===== src/oms_defs.vh =====
// Constants for the operation mode and command source selector.
//------------------------------------------------------------------------------
// Behaviour
//------------------------------------------------------------------------------
`ifndef OMS_DEFS_VH
`define OMS_DEFS_VH

// Register indices on the settings port.
`define OMS_A_POM        4'h0
`define OMS_A_SEL        4'h1
`define OMS_A_START      4'h2
`define OMS_A_FREQ       4'h3
`define OMS_A_NET        4'h4
`define OMS_A_PANEL      4'h5
`define OMS_A_COAST      4'h6
`define OMS_A_WPROT      4'h7
`define OMS_A_UGRP       4'h8
`define OMS_A_STATUS     4'h9
`define OMS_A_CTRL       4'ha

// Reset values of the settings.
`define OMS_RST_POM      16'h0000
`define OMS_RST_SEL      16'h0000
`define OMS_RST_START    16'h0000
`define OMS_RST_FREQ     16'h0000
`define OMS_RST_NET      16'h270f
`define OMS_RST_PANEL    16'h0002
`define OMS_RST_COAST    16'h270f
`define OMS_RST_WPROT    16'h0000
`define OMS_RST_UGRP     16'h0000

// Special setting values.
`define OMS_V_9999       16'h270f

// Operation modes.
`define OMS_M_EXT        2'h0
`define OMS_M_PU         2'h1
`define OMS_M_NET        2'h2
`define OMS_M_COMB       2'h3

// Command ports.
`define OMS_P_PANEL      2'h0
`define OMS_P_RS485      2'h1
`define OMS_P_OPTION     2'h2
`define OMS_P_TERMINAL   2'h3

// Control register fields and status register fields.
`define OMS_CTRL_RESET   0
`define OMS_ST_MODE_LO   0
`define OMS_ST_PORT_LO   2
`define OMS_ST_RUN       4
`define OMS_ST_REFUSED   5

`endif


===== src/oms_mode_select.v =====
// Operation mode selection and command source routing.
`timescale 1ns/1ps
`default_nettype none
`include "oms_defs.vh"

module oms_mode_select
(
    // Clock and reset
    input  wire        mclk_i,
    input  wire        sys_rst_i,
    // Settings port
    input  wire [3:0]  reg_addr_i,
    input  wire [15:0] reg_wdata_i,
    input  wire        reg_wr_i,
    input  wire        reg_rd_i,
    output reg  [15:0] reg_rdata_o,
    // Mode switching
    input  wire        sw_req_i,
    input  wire [1:0]  sw_target_i,
    input  wire        mode_key_i,
    input  wire        mode_toggle_input_i,
    input  wire        output_stop_signal_i,
    // Drive state
    input  wire        motor_running_i,
    input  wire        option_fitted_i,
    input  wire        power_restore_i,
    input  wire        run_req_i,
    // Results
    output reg  [1:0]  mode_o,
    output reg  [1:0]  cmd_port_o,
    output reg         start_src_ext_o,
    output reg         freq_src_ext_o,
    output reg         freq_comm_ok_o,
    output reg         analog_ignore_o,
    output reg         run_cmd_o,
    output reg         sw_refused_o
);

    // ---------------------------------------------------------------------
    // Settings
    // ---------------------------------------------------------------------
    reg  [15:0] power_on_mode_setting;
    reg  [15:0] operation_mode_selection;
    reg  [15:0] start_source_setting;
    reg  [15:0] frequency_source_setting;
    reg  [15:0] network_source_setting;
    reg  [15:0] panel_source_setting;
    reg  [15:0] restart_coasting_setting;
    reg  [15:0] parameter_write_protection;
    reg  [15:0] user_group_read_selection;
    reg         init_pending;
    reg         start_blocked;
    wire [15:0] net_applied;
    wire [15:0] panel_applied;
    wire        soft_reset;
    wire        src_wr_ok;
    wire        sel_wr_ok;
    wire        resume;

    assign soft_reset = reg_wr_i && (reg_addr_i == `OMS_A_CTRL) && reg_wdata_i[`OMS_CTRL_RESET];
    assign src_wr_ok  = (user_group_read_selection == 16'h0000) || option_fitted_i;
    // Operation mode selection follows write protection; the others do not.
    assign sel_wr_ok  = (parameter_write_protection != 16'h0001) &&
                        (!motor_running_i || parameter_write_protection == 16'h0002);
    assign resume     = (power_on_mode_setting == 16'h0002 || power_on_mode_setting == 16'h000c) &&
                        (restart_coasting_setting != `OMS_V_9999);

    always @(posedge mclk_i)
    begin
        if (sys_rst_i)
        begin
            power_on_mode_setting      <= `OMS_RST_POM;
            operation_mode_selection   <= `OMS_RST_SEL;
            start_source_setting       <= `OMS_RST_START;
            frequency_source_setting   <= `OMS_RST_FREQ;
            network_source_setting     <= `OMS_RST_NET;
            panel_source_setting       <= `OMS_RST_PANEL;
            restart_coasting_setting   <= `OMS_RST_COAST;
            parameter_write_protection <= `OMS_RST_WPROT;
            user_group_read_selection  <= `OMS_RST_UGRP;
        end
        else if (reg_wr_i)
        begin
            case (reg_addr_i)
                `OMS_A_POM:   power_on_mode_setting <= reg_wdata_i;
                `OMS_A_SEL:
                begin
                    if (sel_wr_ok)
                        operation_mode_selection <= reg_wdata_i;
                end
                `OMS_A_START:
                begin
                    if (src_wr_ok)
                        start_source_setting <= reg_wdata_i;
                end
                `OMS_A_FREQ:
                begin
                    if (src_wr_ok)
                        frequency_source_setting <= reg_wdata_i;
                end
                `OMS_A_NET:
                begin
                    if (src_wr_ok)
                        network_source_setting <= reg_wdata_i;
                end
                `OMS_A_PANEL:
                begin
                    if (src_wr_ok)
                        panel_source_setting <= reg_wdata_i;
                end
                `OMS_A_COAST: restart_coasting_setting   <= reg_wdata_i;
                `OMS_A_WPROT: parameter_write_protection <= reg_wdata_i;
                `OMS_A_UGRP:  user_group_read_selection  <= reg_wdata_i;
                default:      ;
            endcase
        end
    end

    // Network and panel source settings in force, refreshed only at reset or reset command.
    oms_src_hold u_src_hold
    (
        .mclk_i          (mclk_i),
        .sys_rst_i       (sys_rst_i),
        .apply_i         (init_pending || soft_reset),
        .net_set_i       (network_source_setting),
        .panel_set_i     (panel_source_setting),
        .net_applied_o   (net_applied),
        .panel_applied_o (panel_applied)
    );

    // ---------------------------------------------------------------------
    // Mode decisions
    // ---------------------------------------------------------------------
    function is_pn;
        input [15:0] pom;
        begin
            is_pn = (pom == 16'h000a) || (pom == 16'h000c);
        end
    endfunction

    function [1:0] startup_mode;
        input [15:0] pom;
        input [15:0] sel;
        input        stop_on;
        reg          net_start;
        begin
            net_start = (pom == 16'h0001) || (pom == 16'h0002) || is_pn(pom);
            case (sel)
                16'h0001: startup_mode = `OMS_M_PU;
                16'h0003,
                16'h0004: startup_mode = `OMS_M_COMB;
                16'h0000,
                16'h0002,
                16'h0006: startup_mode = net_start ? `OMS_M_NET : `OMS_M_EXT;
                16'h0007: startup_mode = (net_start && stop_on) ? `OMS_M_NET : `OMS_M_EXT;
                default:  startup_mode = `OMS_M_EXT;
            endcase
        end
    endfunction

    function switch_ok;
        input [15:0] pom;
        input [15:0] sel;
        input        stop_on;
        input        running;
        input [1:0]  cur;
        input [1:0]  tgt;
        input        net_blocked;
        reg          run_ok;
        begin
            run_ok = !running || (sel == 16'h0006);
            if (cur == tgt || (tgt == `OMS_M_NET && net_blocked) || tgt == `OMS_M_COMB)
                switch_ok = 1'b0;
            else if (is_pn(pom) && (sel == 16'h0000 || sel == 16'h0006))
                switch_ok = run_ok && (cur != `OMS_M_EXT) && (tgt != `OMS_M_EXT);
            else if (is_pn(pom) && sel == 16'h0002)
                switch_ok = 1'b0;
            else
            begin
                case (sel)
                    16'h0000,
                    16'h0006: switch_ok = run_ok && (cur == `OMS_M_EXT || tgt == `OMS_M_EXT);
                    16'h0007: switch_ok = run_ok && stop_on &&
                                          (cur == `OMS_M_EXT || tgt == `OMS_M_EXT);
                    16'h0002: switch_ok = run_ok && (tgt != `OMS_M_PU) && (cur != `OMS_M_PU);
                    default:  switch_ok = 1'b0;
                endcase
            end
        end
    endfunction

    // Network mode cannot be switched to when both sources name the RS-485
    // terminals and no option is fitted, because panel mode owns the port.
    wire       net_blocked;
    wire       toggle_req;
    wire [1:0] toggle_tgt;
    wire [1:0] req_tgt;
    wire       any_req;
    wire       req_ok;
    wire [1:0] boot_mode;

    assign net_blocked = (net_applied == 16'h0001) && (panel_applied == 16'h0001) && !option_fitted_i;
    assign toggle_req  = is_pn(power_on_mode_setting) && (mode_key_i || mode_toggle_input_i);
    assign toggle_tgt  = (mode_o == `OMS_M_PU) ? `OMS_M_NET : `OMS_M_PU;
    assign req_tgt     = toggle_req ? toggle_tgt : sw_target_i;
    assign any_req     = toggle_req || sw_req_i;
    assign req_ok      = switch_ok(power_on_mode_setting, operation_mode_selection, output_stop_signal_i,
                                   motor_running_i, mode_o, req_tgt, net_blocked);
    assign boot_mode   = startup_mode(power_on_mode_setting, operation_mode_selection, output_stop_signal_i);

    // ---------------------------------------------------------------------
    // Mode register
    // ---------------------------------------------------------------------
    // Settings are taken one edge after the reset release, never under the
    // reset itself, so the mode register sees settled setting values.
    reg [1:0] next_mode;
    reg       next_refused;

    always @*
    begin
        next_mode    = mode_o;
        next_refused = 1'b0;
        if (init_pending || soft_reset)
            next_mode = boot_mode;
        else if (power_restore_i && !resume)
            next_mode = boot_mode;
        else if (operation_mode_selection == 16'h0007 && !output_stop_signal_i)
        begin
            next_mode    = `OMS_M_EXT;
            next_refused = any_req;
        end
        else if (any_req)
        begin
            if (req_ok)
                next_mode = req_tgt;
            else
                next_refused = 1'b1;
        end
    end

    always @(posedge mclk_i)
    begin
        if (sys_rst_i)
        begin
            init_pending <= 1'b1;
            mode_o       <= `OMS_M_EXT;
            sw_refused_o <= 1'b0;
        end
        else
        begin
            init_pending <= 1'b0;
            mode_o       <= next_mode;
            sw_refused_o <= next_refused;
        end
    end

    // ---------------------------------------------------------------------
    // Start command
    // ---------------------------------------------------------------------
    // A blocked start stays off until the request itself is withdrawn, so a
    // restored supply with power-on mode 1 or 10 never restarts the motor on a stale level.
    wire clear_start;
    assign clear_start = power_restore_i && run_req_i &&
                         (power_on_mode_setting == 16'h0001 || power_on_mode_setting == 16'h000a);

    always @(posedge mclk_i)
    begin
        if (sys_rst_i)
        begin
            start_blocked <= 1'b0;
            run_cmd_o     <= 1'b0;
        end
        else
        begin
            if (clear_start)
                start_blocked <= 1'b1;
            else if (!run_req_i)
                start_blocked <= 1'b0;
            run_cmd_o <= run_req_i && !start_blocked && !clear_start;
        end
    end

    // ---------------------------------------------------------------------
    // Command sources
    // ---------------------------------------------------------------------
    reg [1:0] next_port;

    always @*
    begin
        case (mode_o)
            `OMS_M_NET:
            begin
                if (net_applied == 16'h0000)
                    next_port = `OMS_P_OPTION;
                else if (net_applied == 16'h0001)
                    next_port = `OMS_P_RS485;
                else
                    next_port = option_fitted_i ? `OMS_P_OPTION : `OMS_P_RS485;
            end
            `OMS_M_PU:
                next_port = (panel_applied == 16'h0001) ? `OMS_P_RS485 : `OMS_P_PANEL;
            default:
                next_port = `OMS_P_TERMINAL;
        endcase
    end

    always @(posedge mclk_i)
    begin
        if (sys_rst_i)
        begin
            cmd_port_o      <= `OMS_P_TERMINAL;
            start_src_ext_o <= 1'b0;
            freq_src_ext_o  <= 1'b0;
            freq_comm_ok_o  <= 1'b1;
            analog_ignore_o <= 1'b0;
        end
        else
        begin
            cmd_port_o      <= next_port;
            start_src_ext_o <= (start_source_setting == 16'h0001);
            freq_src_ext_o  <= (frequency_source_setting == 16'h0001) ||
                               (frequency_source_setting == 16'h0002);
            freq_comm_ok_o  <= (frequency_source_setting != 16'h0001);
            analog_ignore_o <= (frequency_source_setting == 16'h0002);
        end
    end

    // ---------------------------------------------------------------------
    // Read port
    // ---------------------------------------------------------------------
    reg [15:0] next_rdata;

    always @*
    begin
        case (reg_addr_i)
            `OMS_A_POM:    next_rdata = power_on_mode_setting;
            `OMS_A_SEL:    next_rdata = operation_mode_selection;
            `OMS_A_START:  next_rdata = start_source_setting;
            `OMS_A_FREQ:   next_rdata = frequency_source_setting;
            `OMS_A_NET:    next_rdata = network_source_setting;
            `OMS_A_PANEL:  next_rdata = panel_source_setting;
            `OMS_A_COAST:  next_rdata = restart_coasting_setting;
            `OMS_A_WPROT:  next_rdata = parameter_write_protection;
            `OMS_A_UGRP:   next_rdata = user_group_read_selection;
            `OMS_A_STATUS: next_rdata = {10'h000, sw_refused_o, run_cmd_o, cmd_port_o, mode_o};
            default:       next_rdata = 16'h0000;
        endcase
    end

    // Read data stand for exactly one cycle after the strobe.
    always @(posedge mclk_i)
    begin
        if (sys_rst_i)
            reg_rdata_o <= 16'h0000;
        else if (reg_rd_i)
            reg_rdata_o <= next_rdata;
        else
            reg_rdata_o <= 16'h0000;
    end

endmodule // oms_mode_select
`default_nettype wire


===== src/oms_src_hold.v =====
// Applied copy of the Network and panel source settings.
`timescale 1ns/1ps
`default_nettype none
`include "oms_defs.vh"

module oms_src_hold
(
    // Clock and reset
    input  wire        mclk_i,
    input  wire        sys_rst_i,
    // Apply strobe and written settings
    input  wire        apply_i,
    input  wire [15:0] net_set_i,
    input  wire [15:0] panel_set_i,
    // Values in force
    output reg  [15:0] net_applied_o,
    output reg  [15:0] panel_applied_o
);

    // ---------------------------------------------------------------------
    // Hold until apply
    // ---------------------------------------------------------------------
    // The written values only take hold at an apply strobe, so a source
    // change never pulls the command port away in the middle of running.
    always @(posedge mclk_i)
    begin
        if (sys_rst_i)
        begin
            net_applied_o   <= `OMS_RST_NET;
            panel_applied_o <= `OMS_RST_PANEL;
        end
        else if (apply_i)
        begin
            net_applied_o   <= net_set_i;
            panel_applied_o <= panel_set_i;
        end
    end

endmodule // oms_src_hold
`default_nettype wire


===== config.mk =====
export PLATFORM = sky130hd
export DESIGN_NAME = oms_mode_select
export DESIGN_NICKNAME = d
export VERILOG_FILES = /design/src/oms_mode_select.v /design/src/oms_src_hold.v
export VERILOG_INCLUDE_DIRS = /design/src
export SDC_FILE = /design/constraint.sdc
export NUM_CORES = 1
export LEC_CHECK = 0
export ABC_AREA = 1
export BUFFER_PORTS_ARGS = -buffer_cell sky130_fd_sc_hd__buf_4
export CORE_ASPECT_RATIO = 0.9
export CORE_MARGIN = 2
export CORE_UTILIZATION = 35
export CTS_CLUSTER_DIAMETER = 60
export DETAILED_ROUTE_END_ITERATION = 6
export GPL_ROUTABILITY_DRIVEN = 0
export PLACE_DENSITY = 0.58
export SETUP_SLACK_MARGIN = 0.1
export SYNTH_ARGS = -nofsm -noshare
export SYNTH_HDL_FRONTEND = slang
export SYNTH_HIERARCHICAL = 1
export SYNTH_SLANG_ARGS = --single-unit

===== constraint.sdc =====
create_clock -name mclk_i -period 1.9 [get_ports mclk_i]
set_input_delay 0.19 -clock mclk_i [delete_from_list [all_inputs] [get_ports mclk_i]]
set_output_delay 0.19 -clock mclk_i [all_outputs]
set_load 0.02 [all_outputs]

Word-level counts from Yosys, hierarchy flattened
Index checks and enable logic that the tools add are counted.
{"block": "word_totals", "out_inout_bits": 26, "elab_cells": 157, "ff_bits": 204, "inputBits": 34}
{"block": "op_classes", "eq_ne": 37, "n_mux": 26, "n_bitwise": 1, "n_reduce_logical": 71}
{"operator": "$pmux W16 S10", "n": 1}
{"operator": "$eq A16 B1 Y1 const B", "n": 6}
{"operator": "$eq A16 B2 Y1 const B", "n": 5}
{"operator": "$eq A16 B3 Y1 const B", "n": 3}
{"operator": "$logic_not A16 Y1", "n": 3}
{"operator": "$eq A16 B4 Y1 const B", "n": 2}
{"operator": "$ne A16 B1 Y1 const B", "n": 2}
{"operator": "$logic_and A1 B1 Y1", "n": 24}
{"operator": "$mux W2", "n": 12}
{"operator": "$eq A4 B3 Y1 const B", "n": 4}
{"operator": "$logic_or A1 B1 Y1", "n": 16}
{"operator": "$ne A16 B14 Y1 const B", "n": 1}
{"operator": "$reduce_and A3 Y1", "n": 5}
{"operator": "$eq A4 B4 Y1 const B", "n": 3}
{"operator": "$mux W1", "n": 10}
{"operator": "$reduce_and A2 Y1", "n": 5}
{"operator": "$eq A4 B2 Y1 const B", "n": 2}
{"operator": "$pmux W2 S4", "n": 1}
{"operator": "$reduce_bool A4 Y1", "n": 2}
{"operator": "$eq A2 B2 Y1 const B", "n": 3}
{"operator": "$logic_not A1 Y1", "n": 6}
{"operator": "$ne A2 B1 Y1 const B", "n": 3}
{"operator": "$reduce_or A2 Y1", "n": 3}
{"operator": "$reduce_or A3 Y1", "n": 2}
{"operator": "other kinds (9)", "n": 11}

Longest topological paths before layout
{"block": "logic_depth", "depth_word": 16, "depth_mapped": 16, "mapped_depth_nobuf": 16}

Cells and area by module
Netlist, hierarchy kept.
{"module": "oms_mode_select", "cells_each": 1063, "instances": 1, "seq_area_each_um2": 3443.3, "area_per_inst_um2": 7648.6}
{"module": "oms_src_hold", "cells_each": 185, "instances": 1, "seq_area_each_um2": 640.6, "area_per_inst_um2": 1268.7}

Worst setup path after synthesis
No wires, ideal clock.
{"block": "synth_timing", "kind": "register -> register", "from": "register mode_o[1]", "to": "register mode_o[0]", "stages_incl_launch_ff": 13, "required_ns": 1.785, "n_path_buf": 0, "arrival_ns": 1.664, "slack_ns": 0.121, "setup_time_ns": 0.115, "period_less_slack_ns": 1.779, "cell_sequence": "dfxtp_1 inv_1 ha_1 inv_1 nand4_2 nand2_2 inv_1 nand2_1 inv_1 a21oi_2 nand3_2 a21oi_1 nor2_1"}
{"block": "synth_between", "elab_chain_cells": 12, "elab_cells_between_ends": 33, "cone_classes": "eq/ne (6); mux (11); reduce/logical (16)"}
{"element": "start, declared", "line": "oms_mode_select.v:29", "rtl": "output reg [1:0] mode_o,"}
{"element": "start signal, assigned", "line": "oms_mode_select.v:246", "rtl": "mode_o <= `OMS_M_EXT;"}
{"element": "start signal, assigned", "line": "oms_mode_select.v:252", "rtl": "mode_o <= next_mode;"}
{"element": "$eq A2 B1 Y1"}
{"element": "$mux W2 (no source line)"}
{"element": "$mux W2", "line": "oms_mode_select.v:205", "rtl": "assign req_tgt = toggle_req ? toggle_tgt : sw_target_i;"}
{"element": "$ne A2 B1 Y1 (no source line) / $logic_not A2 Y1 (equally long branches)"}
{"element": "$logic_and A1 B1 Y1 / $logic_or A1 B1 Y1 (equally long branches)"}
{"element": "$logic_and A1 B1 Y1 (on tied branches)", "line": "oms_mode_select.v:185, oms_mode_select.v:182, oms_mode_select.v:183"}
{"element": "$pmux W1 S3", "line": "oms_mode_select.v:180", "rtl": "case (sel)"}
{"element": "$mux W1", "line": "oms_mode_select.v:176", "rtl": "else if (is_pn(pom) && sel == 16'h0002)"}
{"element": "$mux W1", "line": "oms_mode_select.v:174", "rtl": "else if (is_pn(pom) && (sel == 16'h0000 || sel == 16'h0006))"}
{"element": "$mux W1", "line": "oms_mode_select.v:172", "rtl": "if (cur == tgt || (tgt == `OMS_M_NET && net_blocked) || tgt == `OMS_M_COMB)"}
{"element": "$reduce_bool A4 Y1 (no source line)"}
{"element": "$reduce_and A2 Y1 (no source line)"}
Several ways; a longest one is shown, not always the timed one. The select of a mux whose other input is x is not followed.
A chain may end at the register's enable or synchronous reset.

Worst setup path after layout
{"block": "layout_timing", "from": "register power_on_mode_setting[9]", "to": "register mode_o[1]"}
{"block": "layout_between", "elab_chain_cells": 13, "elab_cells_between_ends": 47, "cone_classes": "eq/ne (8); mux (13); reduce/logical (26)"}
{"element": "start, declared", "line": "oms_mode_select.v:42", "rtl": "reg [15:0] power_on_mode_setting;"}
{"element": "start signal, assigned", "line": "oms_mode_select.v:72", "rtl": "power_on_mode_setting <= `OMS_RST_POM;"}
{"element": "start signal, assigned", "line": "oms_mode_select.v:85", "rtl": "`OMS_A_POM: power_on_mode_setting <= reg_wdata_i;"}
{"element": "$eq A16 B4 Y1 (on tied branches)", "line": "oms_mode_select.v:137, oms_mode_select.v:65"}
{"element": "$logic_or A1 B1 Y1", "line": "oms_mode_select.v:137", "rtl": "is_pn = (pom == 16'h000a) || (pom == 16'h000c);"}
{"element": "$logic_and A1 B1 Y1", "line": "oms_mode_select.v:203", "rtl": "assign toggle_req = is_pn(power_on_mode_setting) && (mode_key_i || mode_toggle_input_i);"}
{"element": "$mux W2", "line": "oms_mode_select.v:205"}
{"element": "$ne A2 B1 Y1 (no source line) / $logic_not A2 Y1 (equally long branches)"}
{"element": "$logic_and A1 B1 Y1 / $logic_or A1 B1 Y1 (equally long branches)"}
{"element": "$logic_and A1 B1 Y1 (on tied branches)", "line": "oms_mode_select.v:185, oms_mode_select.v:182, oms_mode_select.v:183"}
{"element": "$pmux W1 S3", "line": "oms_mode_select.v:180"}
{"element": "$mux W1", "line": "oms_mode_select.v:176"}
{"element": "$mux W1", "line": "oms_mode_select.v:174"}
{"element": "$mux W1", "line": "oms_mode_select.v:172"}
{"element": "$reduce_bool A4 Y1 (no source line)"}
{"element": "$reduce_and A2 Y1 (no source line)"}
Several ways; a longest one is shown, not always the timed one. The select of a mux whose other input is x is not followed.

==> impl_metrics.ini <==
[route]
antenna_left = 0
viasPerCell = 5.26
wl_mm = 31.6
drtPass1Iterations = 5
vias = 8952
drt_iter0_drc = 823
wl_per_cell_um = 18.6
drcViolationCount = 0

[yosys]
yosysUniqueCellTypes = 42
yosys_warnings = 6
ys_seq_elements = 204
ys_seq_area_share_pct = 45.8
synth_area_leaders = dfxtp_1 46%, a21oi_1 9.0%, nand2_1 8.6%, inv_1 7.5%, o21ai_0 6.9%
netlist_area_um2 = 8920
yosysTopAreaCell = dfxtp_1
syn_avg_cell_area_um2 = 7.15
synth_top_area_share_pct = 45.8
synth_nets = 1285
synthCells = 1248

[floorplan]
pin_count = 60
die_y_um = 155
dieArea_um2 = 26800
rows = 55
die_x_um = 172
core-area_um2 = 25100
start_util_pct = 35.5

[global_route]
top_usage_layer = met2
overflow = 0
grt_max_degree = 68
first_global_vias = 7935
antenna_found_initial = 0
gr-usage-met2_pct = 32.5
grt_pass1_wl_mm = 45.6
groute.usage.overall_pct = 22.2
met1_usage_pct = 32.1
groute.layer.met3.usage_pct = 5.01

[cells_and_area]
final_area_um2 = 12000
syn2layout_area_growth_pct = 34.7
final_cell_mix = 198 x dfxtp_1, 177 x nand2_1, 173 x inv_1
finalNonFillerCells = 1701
final_common_cell = dfxtp_1
antenna_cells = 0
drive_above_1_share_pct = 26.3
fin_nets = 1379

[run_status]
status = finished, violations left
violations = negative setup slack

[clock_tree]
clkTransAtPathRegs_ps = 60
cts_root_buf = clkbuf_16
cts_num_sinks = 204
clk_path_buf_depth = 3
tritoncts = built
cts_buffers = 25
htree_num_levels = 1
worstSkewPairLatency_ps = 540

[placed_design]
dp_cells = 1636
placed_area_um2 = 10000
portBuffers = 59
place_hpwl_mm = 21.4

[power]
p_clk_share_pct = 45.8
p_switching_w = 0.00272
pwr-share-seq_pct = 43.4
ir_drop_mv = 0.516
p_leak_nw = 4.84
swShare_pct = 26.5
combPwrFrac_pct = 10.8
power_density_nw_per_um2 = 856
intPower_w = 0.00756
total_power_w = 0.0103

[worst_setup_path]
crit_arrival_ps = 2310
cpPeakStageDelay_ps = 330
crit_path_end_kind = flop
critPathKind = flop to flop
cp.required_ps = 2310
crit_buf_inv = 0
path_delay_family = simple AND/OR/NAND/NOR gates
cp_max_fo = 4
cp_cell_sequence = nor2_2, nand3_2, nor2_4, nand4_4, nand2_1, nand2_2, nand2_1, nand2_1, a21oi_2, nand3_4, a21oi_2, nor2_1
cpMostUsedCell = nand2_1
critPathSlowestCell = dfxtp_2
startpoint_type = flop

[hold_path]
hp-class = primary input to flop

[timing]
maxSlewViolCount = 0
min_period_ps = 1910
rsz0062_at_grt = yes
skew_ps = 25.3
worst_slack_ps = -6.24
fmax_mhz = 525
worstMarginPinSlew_ps = 742
finalCritPeriodShare_pct = 100
fin_tns_setup_ps = -6.24
hold_viol = 0
finalSetupViolCount = 1
hold_ws_ps = 42.8
slew_headroom_pct = 50.5

[flow_run]
maxCapViolations = 0
-- logic make-up after synthesis --
kind of cell / share of synthesized area, %
compound gates: 21.5
buf+inv: 11.4
fa+ha+maj: 0.421
simple gates: 20.9
flops: 45.8
-- cell type report --
class | count | area [um2]
clock inverter | 16 | 145
tap | 342 | 428
timing repair inverter | 1 | 16.3
multi-input combinational | 789 | 4580
timing repair buffer | 136 | 1380
sequential | 204 | 4090
clock buffer | 28 | 657
fill | 2455 | 13100
inverter | 185 | 719
-- synthesized netlist by cell type, drive strengths merged --
cell type / count
a41oi: 1
or2: 2
o22ai: 36
a21oi: 163
nor3: 11
o211ai: 1
a211oi: 2
nand4: 18
a31o: 1
nand2: 209
nor2: 109
clkbuf: 50
nand3: 69
o221ai: 1
o21ai: 125
a221oi: 7
dfxtp: 204
or4: 1
o2111ai: 4
nand3b: 2
o41ai: 2
buf: 20
a31oi: 9
o311ai: 1
nor4: 10
inv: 185
a21boi: 1
ha: 3
o31ai: 1
-- sequential cells by signal, summed over array words and instances (netlist names), 16 cells and up --
| register | cells |
|---|---|
| frequency_source_setting | 16 |
| panel_source_setting | 16 |
| operation_mode_selection | 16 |
| power_on_mode_setting | 16 |
| u_src_hold/net_applied_o | 16 |
| network_source_setting | 16 |
| u_src_hold/panel_applied_o | 16 |
| reg_rdata_o | 16 |
| user_group_read_selection | 16 |
| parameter_write_protection | 16 |
| start_source_setting | 16 |
| restart_coasting_setting | 16 |
-- metal layers --
layer  vias to the layer above  share of wire [%]
li1                       4321                  -
met1                      4166                 44
met2                       393                 43
met3                        72                9.1
met4                         0                3.8
met5                         -                  0
-- power groups by stage --
stage	registers, W	clock network, W	logic, W
CTS	0.00446	0.00474	0.000909
global placement	0.00455	0	0.000887
finish	0.00447	0.00471	0.00111
detailed placement	0.00455	0	0.000888
global route	0.00448	0.00492	0.00120
floorplan	0.00455	0	0.000510
-- worst register-to-register path: stages, from the launching register on --
cell and delay, ps:
dfxtp_2 330, nor2_2 110, nand3_2 90, nor2_4 240, nand4_4 170, nand2_1 130
nand2_2 60, nand2_1 50, nand2_1 60, a21oi_2 210, nand3_4 130, a21oi_2 150
nor2_1 50
-- worst paths after layout --
path / startpoint / endpoint / slack (ps) / cells past startpoint
worst min register to register: start_blocked / run_cmd_o / 430 / 1
worst max-delay path: power_on_mode_setting[9] / mode_o[1] / -6 / 12
worst min-delay path: reg_wdata_i[10] / network_source_setting[10] / 40 / 3
worst max register to register: power_on_mode_setting[9] / mode_o[1] / -6 / 12
-- repair_timing --
action                                  CTS  global route
endpoints found under the setup margin   22            83
gates cloned                              0            10
hold buffers                              5             0
pin swaps                                 1            35
hold endpoints to repair                  8             0
resized for setup                        11           263
buffers inserted                          0             6
-- per-stage QoR --
step,utilization (%),setup WS (ps)
2_1_floorplan,-,121
3_3_place_gp,40.0,-37.1
3_5_place_dp,40.0,-34.7
4_1_cts,43.5,63.1
5_1_grt,47.8,-142
6_report,47.8,-6.24
Power figures use the tool's default switching activity.
